[config.mk]
export PLATFORM = sky130hd
export DESIGN_NAME = csps_core
export DESIGN_NICKNAME = d
export VERILOG_FILES = /design/src/csps_pkg.sv /design/src/csps_core.sv
export SDC_FILE = /design/constraint.sdc
export NUM_CORES = 1
export LEC_CHECK = 0
export BUFFER_PORTS_ARGS = -buffer_cell sky130_fd_sc_hd__buf_4
export CELL_PAD_IN_SITES_DETAIL_PLACEMENT = 0
export CELL_PAD_IN_SITES_GLOBAL_PLACEMENT = 1
export CORE_MARGIN = 3
export CORE_UTILIZATION = 37
export DETAILED_ROUTE_END_ITERATION = 7
export PLACE_DENSITY_LB_ADDON = 0.1
export SYNTH_ARGS = -nofsm -noshare
export SYNTH_HDL_FRONTEND = slang
export SYNTH_SLANG_ARGS = --single-unit
[constraint.sdc]
create_clock -name sys_clk -period 1.9 [get_ports sys_clk]
set_clock_uncertainty 0.1 [all_clocks]
set_input_delay 0.095 -clock sys_clk [delete_from_list [all_inputs] [get_ports sys_clk]]
set_output_delay 0.095 -clock sys_clk [all_outputs]
set_load 0.01 [all_outputs]
[src/csps_pkg.sv]
/*
  Shared constants and types of the clock switch and power save block:
  register offsets, field positions, source codes, the unlock key pair,
  and the cycle counts for the settle and wake phases.
  Assumes a 16-bit register port and a single 100 MHz system clock.
*/
package csps_pkg;

  // Register port geometry
  localparam int ADDR_W = 4;
  localparam int DATA_W = 16;

  // Register offsets
  localparam logic [3:0] OFS_OSC_CTRL = 4'h0;
  localparam logic [3:0] OFS_PWR_STAT = 4'h1;
  localparam logic [3:0] OFS_UNLOCK = 4'h2;

  // Field positions in osc_control_reg
  localparam int CUR_LSB = 12;
  localparam int REQ_LSB = 8;
  localparam int CFG_LOCK_BIT = 7;
  localparam int PLL_LOCK_BIT = 5;
  localparam int FAIL_BIT = 3;
  localparam int SEC_EN_BIT = 1;
  localparam int SW_REQ_BIT = 0;

  // Unlock key pair; the values are arbitrary
  localparam logic [15:0] UNLOCK_KEY_A = 16'h00a5;
  localparam logic [15:0] UNLOCK_KEY_B = 16'h005a;

  // Cycles of the new clock before the change-over
  localparam logic [3:0] SETTLE_CYCLES = 4'ha;
  // System clock cycles from wake to CPU restart, inside the 2 to 4 window
  localparam logic [1:0] WAKE_CYCLES = 2'h2;

  // Power save operand
  localparam logic PSAVE_SLEEP = 1'b0;
  localparam logic PSAVE_IDLE = 1'b1;

  // Primary submode codes
  localparam logic [1:0] SUBMODE_EXT_CLOCK = 2'h0;
  localparam logic [1:0] SUBMODE_CRYSTAL = 2'h1;
  localparam logic [1:0] SUBMODE_HS_CRYSTAL = 2'h2;

  // Clock source codes
  typedef enum logic [2:0] {
    SRC_FRC = 3'h0,
    SRC_FRC_PLL = 3'h1,
    SRC_PRIMARY = 3'h2,
    SRC_PRIMARY_PLL = 3'h3,
    SRC_SECONDARY = 3'h4,
    SRC_LOW_POWER_RC = 3'h5,
    SRC_FRC_DIV16 = 3'h6,
    SRC_FRC_DIVN = 3'h7
  } csps_src_t;

  localparam csps_src_t RST_SRC = SRC_FRC;

  // Configuration straps, caught once after reset
  typedef struct packed {
    logic switchEnableCfg;       // 0 enables switching
    logic monitorCfgBit;         // 0 with switching enabled runs the monitor
    logic [2:0] startupSourceCfg;
    logic [1:0] primarySubmodeCfg;
    logic watchdogEnable;
  } csps_cfg_t;

  // Oscillator enables towards the sources
  typedef struct packed {
    logic fast_internal_rc;
    logic primary;
    logic secondary;
    logic lowPowerRc;
    logic pll;
  } csps_osc_en_t;

  typedef enum logic [1:0] {
    SW_IDLE = 2'b00,
    SW_WAIT = 2'b01,
    SW_SETTLE = 2'b11,
    SW_DONE = 2'b10
  } csps_sw_state_t;

  typedef enum logic [1:0] {
    PM_RUN = 2'b00,
    PM_IDLE = 2'b01,
    PM_WAKE = 2'b11,
    PM_SLEEP = 2'b10
  } csps_pm_state_t;

endpackage

[src/csps_core.sv]
/*
  Clock source switching, fail-safe fallback and Sleep/Idle control.
  Assumes all inputs are synchronous to sys_clk, newClkTick pulses once per
  cycle of the source being brought up, and the CPU issues one-cycle power
  save requests.
*/
`timescale 1ns/1ns
`default_nettype none

// How it works
// - Switching and monitor only when enable strap zero
// - Disabled: request ignored, status shows startup source
// - Disabled: switch request ignores writes, reads zero
// - Primary submode fixed from strap at run time
// - Same source requested: clear request, abandon
// - Valid switch start clears lock and fail
// - Start oscillator, wait startup timer and PLL lock where each applies
// - Count ten new-clock cycles before change-over
// - Done: clear request, copy requested to current
// - Stop old source, keep needed low-power/secondary
// - CPU keeps running through the switch
// - Monitor on: low-power RC runs except Sleep
// - Failure raises trap, falls back to fast RC
// - Fallback keeps PLL when PLL was in use
// - Sleep stops clocks, oscillators, monitor, peripherals
// - Watchdog keeps low-power RC; cleared on entry
// - Wake on interrupt, reset or watchdog time-out
// - Sleep wake resumes on same clock source
// - Idle stops CPU, clocks and peripherals continue
// - Idle wake restarts CPU after two cycles
// - Fail flag sticky until software clears it
// - Lock bit with monitor strap freezes configuration
// - Interrupt during entry is held, then wakes
module csps_core (
  input wire logic sys_clk,                               // System clock, 100 MHz
  input wire logic rst,                                   // Asynchronous reset, active high
  input wire logic [csps_pkg::ADDR_W-1:0] regAddr,        // Register address
  input wire logic [csps_pkg::DATA_W-1:0] regWrData,      // Register write data
  input wire logic regWr,                                 // Write strobe
  input wire logic regRd,                                 // Read strobe
  output logic [csps_pkg::DATA_W-1:0] regRdData,          // Read data, cycle after strobe
  input wire csps_pkg::csps_cfg_t cfg,                    // Configuration straps
  input wire logic ostExpired,                            // Start-up timer expired
  input wire logic pllLocked,                             // PLL reports lock
  input wire logic newClkTick,                            // One pulse per new-source cycle
  input wire logic oscFail,                               // Monitor sees a dead clock
  input wire logic irqWake,                               // Enabled interrupt pending
  input wire logic wdtTimeout,                            // Watchdog time-out
  input wire logic psaveReq,                              // Power save instruction issued
  input wire logic psaveOp,                               // Operand: 0 Sleep, 1 Idle
  output logic psaveAck,                                  // Power save request accepted
  output csps_pkg::csps_osc_en_t oscEn,                   // Oscillator enables
  output csps_pkg::csps_src_t sysSrc,                     // Selected system clock source
  output logic sysClkEn,                                  // System clock running
  output logic cpuClkEn,                                  // CPU clock running
  output logic periphClkEn,                               // Peripheral clock running
  output logic failTrap,                                  // Clock failure trap pulse
  output logic wdtClear,                                  // Watchdog clear pulse
  output logic [1:0] primarySubmode                       // Fixed primary submode
);
  import csps_pkg::*;

  logic cfgLoaded_q;
  csps_cfg_t strap_q;
  csps_src_t curSrc_q;
  csps_src_t reqSrc_q;
  csps_src_t targetSrc_q;
  logic switchReq_q;
  logic cfgLock_q;
  logic pllLock_q;
  logic clockFail_q;
  logic secEnable_q;
  logic keyAOk_q;
  logic unlocked_q;
  csps_sw_state_t swState_q;
  logic [3:0] settleCnt_q;
  csps_pm_state_t pmState_q;
  logic [1:0] wakeCnt_q;
  logic irqHeld_q;
  logic [DATA_W-1:0] regRdData_q;
  csps_osc_en_t oscEn_q;
  csps_src_t sysSrc_q;
  logic sysClkEn_q;
  logic cpuClkEn_q;
  logic periphClkEn_q;
  logic failTrap_q;
  logic wdtClear_q;

  logic switchOn;
  logic monitorOn;
  logic configLocked;
  logic sleeping;
  logic failSeen;
  logic ctrlWrite;
  logic swStart;
  logic swRedundant;
  logic srcReady;
  logic pmEnter;
  logic wakeEvent;
  csps_osc_en_t oscEn_d;
  logic [DATA_W-1:0] readMux;

  // Sources that sit behind the PLL
  function automatic logic srcUsesPll(input csps_src_t src);
    return (src == SRC_FRC_PLL) || (src == SRC_PRIMARY_PLL);
  endfunction

  // Crystal sources must wait for the start-up timer; an external clock need not
  function automatic logic srcNeedsOst(input csps_src_t src, input logic [1:0] submode);
    return ((src == SRC_PRIMARY || src == SRC_PRIMARY_PLL) && submode != SUBMODE_EXT_CLOCK) ||
           (src == SRC_SECONDARY);
  endfunction

  // Oscillators that a source needs running
  function automatic csps_osc_en_t srcOscNeed(input csps_src_t src);
    csps_osc_en_t need;
    need = '0;
    need.fast_internal_rc = (src == SRC_FRC) || (src == SRC_FRC_PLL) || (src == SRC_FRC_DIV16) || (src == SRC_FRC_DIVN);
    need.primary = (src == SRC_PRIMARY) || (src == SRC_PRIMARY_PLL);
    need.secondary = (src == SRC_SECONDARY);
    need.lowPowerRc = (src == SRC_LOW_POWER_RC);
    need.pll = srcUsesPll(src);
    return need;
  endfunction

  // Mode decode from the straps; nothing acts before the straps are caught
  assign switchOn = cfgLoaded_q & ~strap_q.switchEnableCfg;
  assign monitorOn = switchOn & ~strap_q.monitorCfgBit;
  assign configLocked = cfgLock_q & strap_q.monitorCfgBit;
  assign sleeping = (pmState_q == PM_SLEEP);
  assign failSeen = monitorOn & ~sleeping & oscFail;
  assign ctrlWrite = regWr & (regAddr == OFS_OSC_CTRL) & unlocked_q & switchOn & ~configLocked;

  // Switch start decisions
  assign swRedundant = (swState_q == SW_IDLE) & switchReq_q & ~sleeping & (reqSrc_q == curSrc_q);
  assign swStart = (swState_q == SW_IDLE) & switchReq_q & ~sleeping & (reqSrc_q != curSrc_q);
  assign srcReady = (~srcNeedsOst(targetSrc_q, strap_q.primarySubmodeCfg) | ostExpired) &
                    (~srcUsesPll(targetSrc_q) | pllLocked);

  // Power save handshake and wake sources
  assign pmEnter = psaveReq & cfgLoaded_q & (pmState_q == PM_RUN);
  assign psaveAck = pmEnter;
  assign wakeEvent = irqWake | irqHeld_q | wdtTimeout;

  // Straps are caught by a clocked process after release, never by the reset itself
  always_ff @(posedge sys_clk or posedge rst) begin
    if (rst) begin
      cfgLoaded_q <= 1'b0;
      strap_q <= '0;
    end else if (!cfgLoaded_q) begin
      cfgLoaded_q <= 1'b1;
      strap_q <= cfg;
    end
  end

  // Two-write key sequence arms exactly one write to the control register
  always_ff @(posedge sys_clk or posedge rst) begin
    if (rst) begin
      keyAOk_q <= 1'b0;
      unlocked_q <= 1'b0;
    end else if (regWr) begin
      keyAOk_q <= (regAddr == OFS_UNLOCK) && (regWrData == UNLOCK_KEY_A);
      unlocked_q <= (regAddr == OFS_UNLOCK) && (regWrData == UNLOCK_KEY_B) && keyAOk_q;
    end
  end

  // Software fields of the control register
  always_ff @(posedge sys_clk or posedge rst) begin
    if (rst) begin
      reqSrc_q <= RST_SRC;
      cfgLock_q <= 1'b0;
      secEnable_q <= 1'b0;
    end else if (ctrlWrite) begin
      reqSrc_q <= csps_src_t'(regWrData[REQ_LSB +: 3]);
      cfgLock_q <= cfgLock_q | regWrData[CFG_LOCK_BIT];
      secEnable_q <= regWrData[SEC_EN_BIT];
    end
  end

  // Switch request: software sets, hardware clears; a set in the clearing cycle wins
  always_ff @(posedge sys_clk or posedge rst) begin
    if (rst) begin
      switchReq_q <= 1'b0;
    end else if (!switchOn) begin
      switchReq_q <= 1'b0;
    end else if (ctrlWrite && regWrData[SW_REQ_BIT]) begin
      switchReq_q <= 1'b1;
    end else if (swRedundant || swState_q == SW_DONE || failSeen) begin
      switchReq_q <= 1'b0;
    end
  end

  // Switch sequencer; the CPU clock is never held here, so code runs throughout
  always_ff @(posedge sys_clk or posedge rst) begin
    if (rst) begin
      swState_q <= SW_IDLE;
      settleCnt_q <= 4'h0;
      targetSrc_q <= RST_SRC;
    end else if (failSeen) begin
      swState_q <= SW_IDLE;
      settleCnt_q <= 4'h0;
    end else if (!sleeping) begin
      unique case (swState_q)
        SW_IDLE: begin
          if (swStart) begin
            swState_q <= SW_WAIT;
            targetSrc_q <= reqSrc_q;
          end
        end
        SW_WAIT: begin
          settleCnt_q <= 4'h0;
          if (srcReady) begin
            swState_q <= SW_SETTLE;
          end
        end
        SW_SETTLE: begin
          if (newClkTick) begin
            settleCnt_q <= settleCnt_q + 4'h1;
            if (settleCnt_q == SETTLE_CYCLES - 4'h1) begin
              swState_q <= SW_DONE;
            end
          end
        end
        SW_DONE: begin
          swState_q <= SW_IDLE;
        end
      endcase
    end
  end

  // Current source: startup strap while disabled, copied on completion, fallback on failure
  always_ff @(posedge sys_clk or posedge rst) begin
    if (rst) begin
      curSrc_q <= RST_SRC;
    end else if (!switchOn) begin
      curSrc_q <= csps_src_t'(cfg.startupSourceCfg);
    end else if (failSeen) begin
      curSrc_q <= srcUsesPll(curSrc_q) ? SRC_FRC_PLL : SRC_FRC;
    end else if (swState_q == SW_DONE && !sleeping) begin
      curSrc_q <= targetSrc_q;
    end
  end

  // Status flags; a failure in the start cycle beats the start's clear
  always_ff @(posedge sys_clk or posedge rst) begin
    if (rst) begin
      pllLock_q <= 1'b0;
      clockFail_q <= 1'b0;
    end else begin
      if (swStart) begin
        pllLock_q <= 1'b0;
      end else begin
        pllLock_q <= pllLocked & oscEn_q.pll;
      end
      if (failSeen) begin
        clockFail_q <= 1'b1;
      end else if (swStart || (ctrlWrite && !regWrData[FAIL_BIT])) begin
        clockFail_q <= 1'b0;
      end
    end
  end

  // Power save sequencer; interrupts seen at entry are held and wake at once
  always_ff @(posedge sys_clk or posedge rst) begin
    if (rst) begin
      pmState_q <= PM_RUN;
      wakeCnt_q <= 2'h0;
      irqHeld_q <= 1'b0;
    end else begin
      unique case (pmState_q)
        PM_RUN: begin
          wakeCnt_q <= 2'h0;
          if (pmEnter) begin
            irqHeld_q <= irqWake;
            pmState_q <= (psaveOp == PSAVE_IDLE) ? PM_IDLE : PM_SLEEP;
          end
        end
        PM_IDLE, PM_SLEEP: begin
          if (wakeEvent) begin
            irqHeld_q <= 1'b0;
            pmState_q <= PM_WAKE;
          end
        end
        PM_WAKE: begin
          wakeCnt_q <= wakeCnt_q + 2'h1;
          if (wakeCnt_q == WAKE_CYCLES - 2'h1) begin
            pmState_q <= PM_RUN;
          end
        end
      endcase
    end
  end

  // Oscillator demand: current source, plus the target while a switch runs
  always_comb begin
    oscEn_d = srcOscNeed(curSrc_q);
    if (swState_q != SW_IDLE) begin
      oscEn_d = csps_osc_en_t'(oscEn_d | srcOscNeed(targetSrc_q));
    end
    oscEn_d.secondary = oscEn_d.secondary | secEnable_q;
    if (sleeping) begin
      oscEn_d = '0;
    end
    // With the monitor on the watchdog has no say outside Sleep
    oscEn_d.lowPowerRc = oscEn_d.lowPowerRc | (monitorOn & ~sleeping) |
                         (cfgLoaded_q & strap_q.watchdogEnable);
    if (!cfgLoaded_q) begin
      oscEn_d = '0;
    end
  end

  // Registered clock controls; curSrc survives Sleep so wake resumes on it
  always_ff @(posedge sys_clk or posedge rst) begin
    if (rst) begin
      oscEn_q <= '0;
      sysSrc_q <= RST_SRC;
      sysClkEn_q <= 1'b0;
      cpuClkEn_q <= 1'b0;
      periphClkEn_q <= 1'b0;
    end else begin
      oscEn_q <= oscEn_d;
      sysSrc_q <= curSrc_q;
      sysClkEn_q <= cfgLoaded_q & ~sleeping;
      cpuClkEn_q <= cfgLoaded_q & (pmState_q == PM_RUN) & ~pmEnter;
      periphClkEn_q <= cfgLoaded_q & ~sleeping;
    end
  end

  // One-cycle event pulses
  always_ff @(posedge sys_clk or posedge rst) begin
    if (rst) begin
      failTrap_q <= 1'b0;
      wdtClear_q <= 1'b0;
    end else begin
      failTrap_q <= failSeen;
      wdtClear_q <= pmEnter & strap_q.watchdogEnable;
    end
  end

  // Read mux; unmapped offsets and reserved bits read as zero
  always_comb begin
    readMux = '0;
    unique case (regAddr)
      OFS_OSC_CTRL: begin
        readMux[CUR_LSB +: 3] = curSrc_q;
        readMux[REQ_LSB +: 3] = reqSrc_q;
        readMux[CFG_LOCK_BIT] = cfgLock_q;
        readMux[PLL_LOCK_BIT] = pllLock_q;
        readMux[FAIL_BIT] = clockFail_q;
        readMux[SEC_EN_BIT] = secEnable_q;
        readMux[SW_REQ_BIT] = switchReq_q & switchOn;
      end
      OFS_PWR_STAT: begin
        readMux[0] = sleeping;
        readMux[1] = (pmState_q == PM_IDLE);
        readMux[2] = (pmState_q == PM_WAKE);
        readMux[3] = (swState_q != SW_IDLE);
        readMux[5:4] = swState_q;
      end
      default: begin
        readMux = '0;
      end
    endcase
  end

  // Read data stands only in the cycle after the strobe
  always_ff @(posedge sys_clk or posedge rst) begin
    if (rst) begin
      regRdData_q <= '0;
    end else begin
      regRdData_q <= regRd ? readMux : '0;
    end
  end

  assign regRdData = regRdData_q;
  assign oscEn = oscEn_q;
  assign sysSrc = sysSrc_q;
  assign sysClkEn = sysClkEn_q;
  assign cpuClkEn = cpuClkEn_q;
  assign periphClkEn = periphClkEn_q;
  assign failTrap = failTrap_q;
  assign wdtClear = wdtClear_q;
  assign primarySubmode = strap_q.primarySubmodeCfg;

endmodule

`default_nettype wire

==> metrics.yaml <==
cts:
  cts_buffer_depth: 2
  cts_buffers: 9
  clock-sinks: 58
  clkLatencyLatePin_ns: 0.33
  h-tree-depth: 3
  path_clk_slew_ns: 0.07
  clock-root-buffer: "clkbuf_8"
  cts_tree: "done"
detailed_routing:
  drc: 0
  num_vias: 2258
  drt-vias-per-instance: 4.86
  drt_first_pass_iters: 4
  drt-total-wl_mm: 7.07
  wire_per_inst_microns: 15.2
  drt_iter0_drc: 86
  final_antenna_net_count: 0
worst_setup_path:
  crit_fanout: 4
  crit_arrival_ns: 1.92
  cp.required_ns: 2.02
  cp-start-kind: "flip-flop"
  path_class: "reg2reg"
  crit_path_end_kind: "flip-flop"
global_route:
  grt-ovfl-total: 0
  antenna_found_initial: 0
  grtUsageTotal_pct: 17.7
  grt_start_max_net_pins: 36
  grt_pass1_wl_mm: 11.6
  grt_pass1_vias: 2307
power_and_ir_drop:
  p_leak_nw: 1.90
  ir_worst_vdd_mv: 0.666
  total_power_w: 0.00394
  power_density_nw_per_um2: 993
synth:
  netlist_area_sq_um: 2770
  synth.top_cells.by_count: "dfrtp_1, nor2_1, mux2_2"
  synth_cells: 253
  synth_most_common_cell: "dfrtp_1"
  netlist.area_leader.share_pct: 52.5
  ys_async_sr_fraction_pct: 100
  syn_avg_cell_area_sq_um: 10.9
  yosysSeqAreaShare_pct: 52.5
  ys_warn_count: 0
  dominantRegCellSynth: "dfrtp_1"
  ys_top_cells_by_area: "dfrtp_1, mux2_2, ha_1"
  yosysTopAreaCell: "dfrtp_1"
  synth_cell_type_count: 48
  synth.ff_latch_count: 58
  synth_edf_count: 0
die:
  die_area_sq_um: 8550
  rows: 30
  ios: 72
  fp.coreArea_sq_um: 7020
  die_w_microns: 92.5
  start_util_pct: 39.4
  die_h_microns: 92.5
timing:
  period_share_pct: 94.8
  setup_tns_ns: 0
  slew_viol_final: 0
  maxSlewHeadroom_pct: 58.7
  setup_violations: 0
  fmax_mhz: 555
  hold_viol_final: 0
  min_period_ns: 1.80
  rsz0062_at_grt: "false"
  worst_pin_slew_ns: 0.614
final_layout:
  drive_gt1_share_pct: 39.3
  syn_to_final_growth_pct: 43.4
  n_antenna_cell: 0
  utilization_pct: 56.5
  nets: 413
flow_run:
  maxCapViolCount: 0
placed_design:
  finalWeightedCongestion: 0.835
  io_buffers: 68
  hpwl_mm: 5.24
worst_hold_path:
  hp-class: "in2reg"
outcome:
  status: "complete, no violations"
-- logic make-up (layout without fill, tap and decap cells) --
logic type	count (synthesis)	in the layout	synth area share, %
and+or+nand+nor	100	100	20.3
DFF	58	58	52.5
muxes	22	22	8.73
adders and majority gates	9	9	4.07
other	2	4	0.271
AOI/OAI and AO/OA	37	37	9.18
buffers and inverters	22	136	4.07
xor gates and xnor gates	3	3	0.950
-- worst paths after layout --
check                              from                 to  slack (ns)  depth (start not counted)
setup / recovery           pmState_q[0]     targetSrc_q[0]         0.1                          7
hold / removal                  irqWake          irqHeld_q        0.02                          3
setup reg to reg           pmState_q[0]     targetSrc_q[0]         0.1                          7
hold reg to reg            wakeCnt_q[1]       wakeCnt_q[1]        0.39                          2
max in group asynchronous           rst  primarySubmode[1]        0.86                          4
min in group asynchronous           rst      regRdData[13]        0.27                          3
-- cell type report --
cell class,instances,area [sq um]
Clock buffer,10,128
Multi-Input combinational cell,175,1280
Clock inverter,6,57.6
Fill cell,638,3050
Sequential cell,58,1450
Tap cell,96,120
Timing Repair Buffer,110,887
Inverter,10,37.5
-- through the flow --
| stage | area [sq um] | hold slack [ns] | instances | setup WS, ns |
|---|---|---|---|---|
| 3_5_place_dp | 3530 | 0.0792 | 429 | 0.00915 |
| 2_1_floorplan | 2800 | 0.0611 | 255 | 0.0106 |
| 5_1_grt | 3970 | 0.0451 | 465 | 0.0114 |
| 6_report | 3970 | 0.0237 | 465 | 0.0984 |
| 3_3_place_gp | 3530 | 0.0857 | 429 | 0.0209 |
| 4_1_cts | 3900 | 0.00690 | 464 | 0.00798 |
-- metal layers --
metal	part of all wire (%)	track usage (%)	up-vias
met3	4.4	5.61	12
li1	-	-	1104
met1	44	22.4	1091
met4	1.8	5.07	0
met2	50	29.0	51
met5	0	0	-
-- flip-flops by register name, summed over array words and instances (netlist names), 2 cells and up --
| signal | count |
|---|---|
| regRdData | 13 |
| swState_q | 2 |
| primarySubmode | 2 |
| sysSrc | 3 |
| pmState_q | 2 |
| strap_q | 3 |
| targetSrc_q | 3 |
| settleCnt_q | 4 |
| curSrc_q | 3 |
| wakeCnt_q | 2 |
| oscEn | 5 |
| reqSrc_q | 3 |
-- cells in the final DEF (no fill, tap or decap), types with 2 or more instances in the layout --
| cell | instances |
|---|---|
| nor4b_1 | 2 |
| a211oi_1 | 2 |
| nor3_1 | 7 |
| o211ai_1 | 2 |
| nand3b_1 | 4 |
| nand2_1 | 14 |
| nand3_1 | 2 |
| and2_1 | 7 |
| inv_2 | 2 |
| mux2_2 | 17 |
| nor4_1 | 3 |
| nor2_1 | 23 |
| and3_2 | 2 |
| and3_1 | 2 |
| nand2b_1 | 6 |
| dlygate4sd3_1 | 18 |
| nand4_1 | 2 |
| a21oi_1 | 9 |
| conb_1 | 4 |
| buf_4 | 90 |
| clkinv_2 | 4 |
| nor2b_1 | 7 |
| o21a_1 | 2 |
| nor3_2 | 2 |
| xor2_1 | 3 |
| o21ai_0 | 9 |
| nor3b_1 | 3 |
| mux2i_1 | 5 |
| dfrtp_1 | 58 |
| ha_1 | 8 |
| clkbuf_8 | 9 |
| inv_1 | 8 |
-- where the power goes --
part / switching, W / total [W] / internal (W)
clock: 0.000483 / 0.00108 / 0.000596
combinational: 0.000653 / 0.00132 / 0.000665
sequential: 0.000128 / 0.00154 / 0.00141
-- timing repair --
action / CTS / global route
cloned: 0 / 0
hold endpoints to repair: 43 / 0
setup endpoints to repair: 2 / 16
hold buffers: 18 / 0
setup buffers: 1 / 1
pin swaps: 0 / 3
gates resized for setup: 1 / 14
-- worst max-delay path, cell delays in order, from the launching register on --
cell,delay [ns]
dfrtp_1,0.35
inv_2,0.04
ha_2,0.19
buf_6,0.13
nor4b_4,0.23
o31ai_2,0.11
or2_4,0.26
mux2_2,0.27
(Power assumes the default switching activity.)
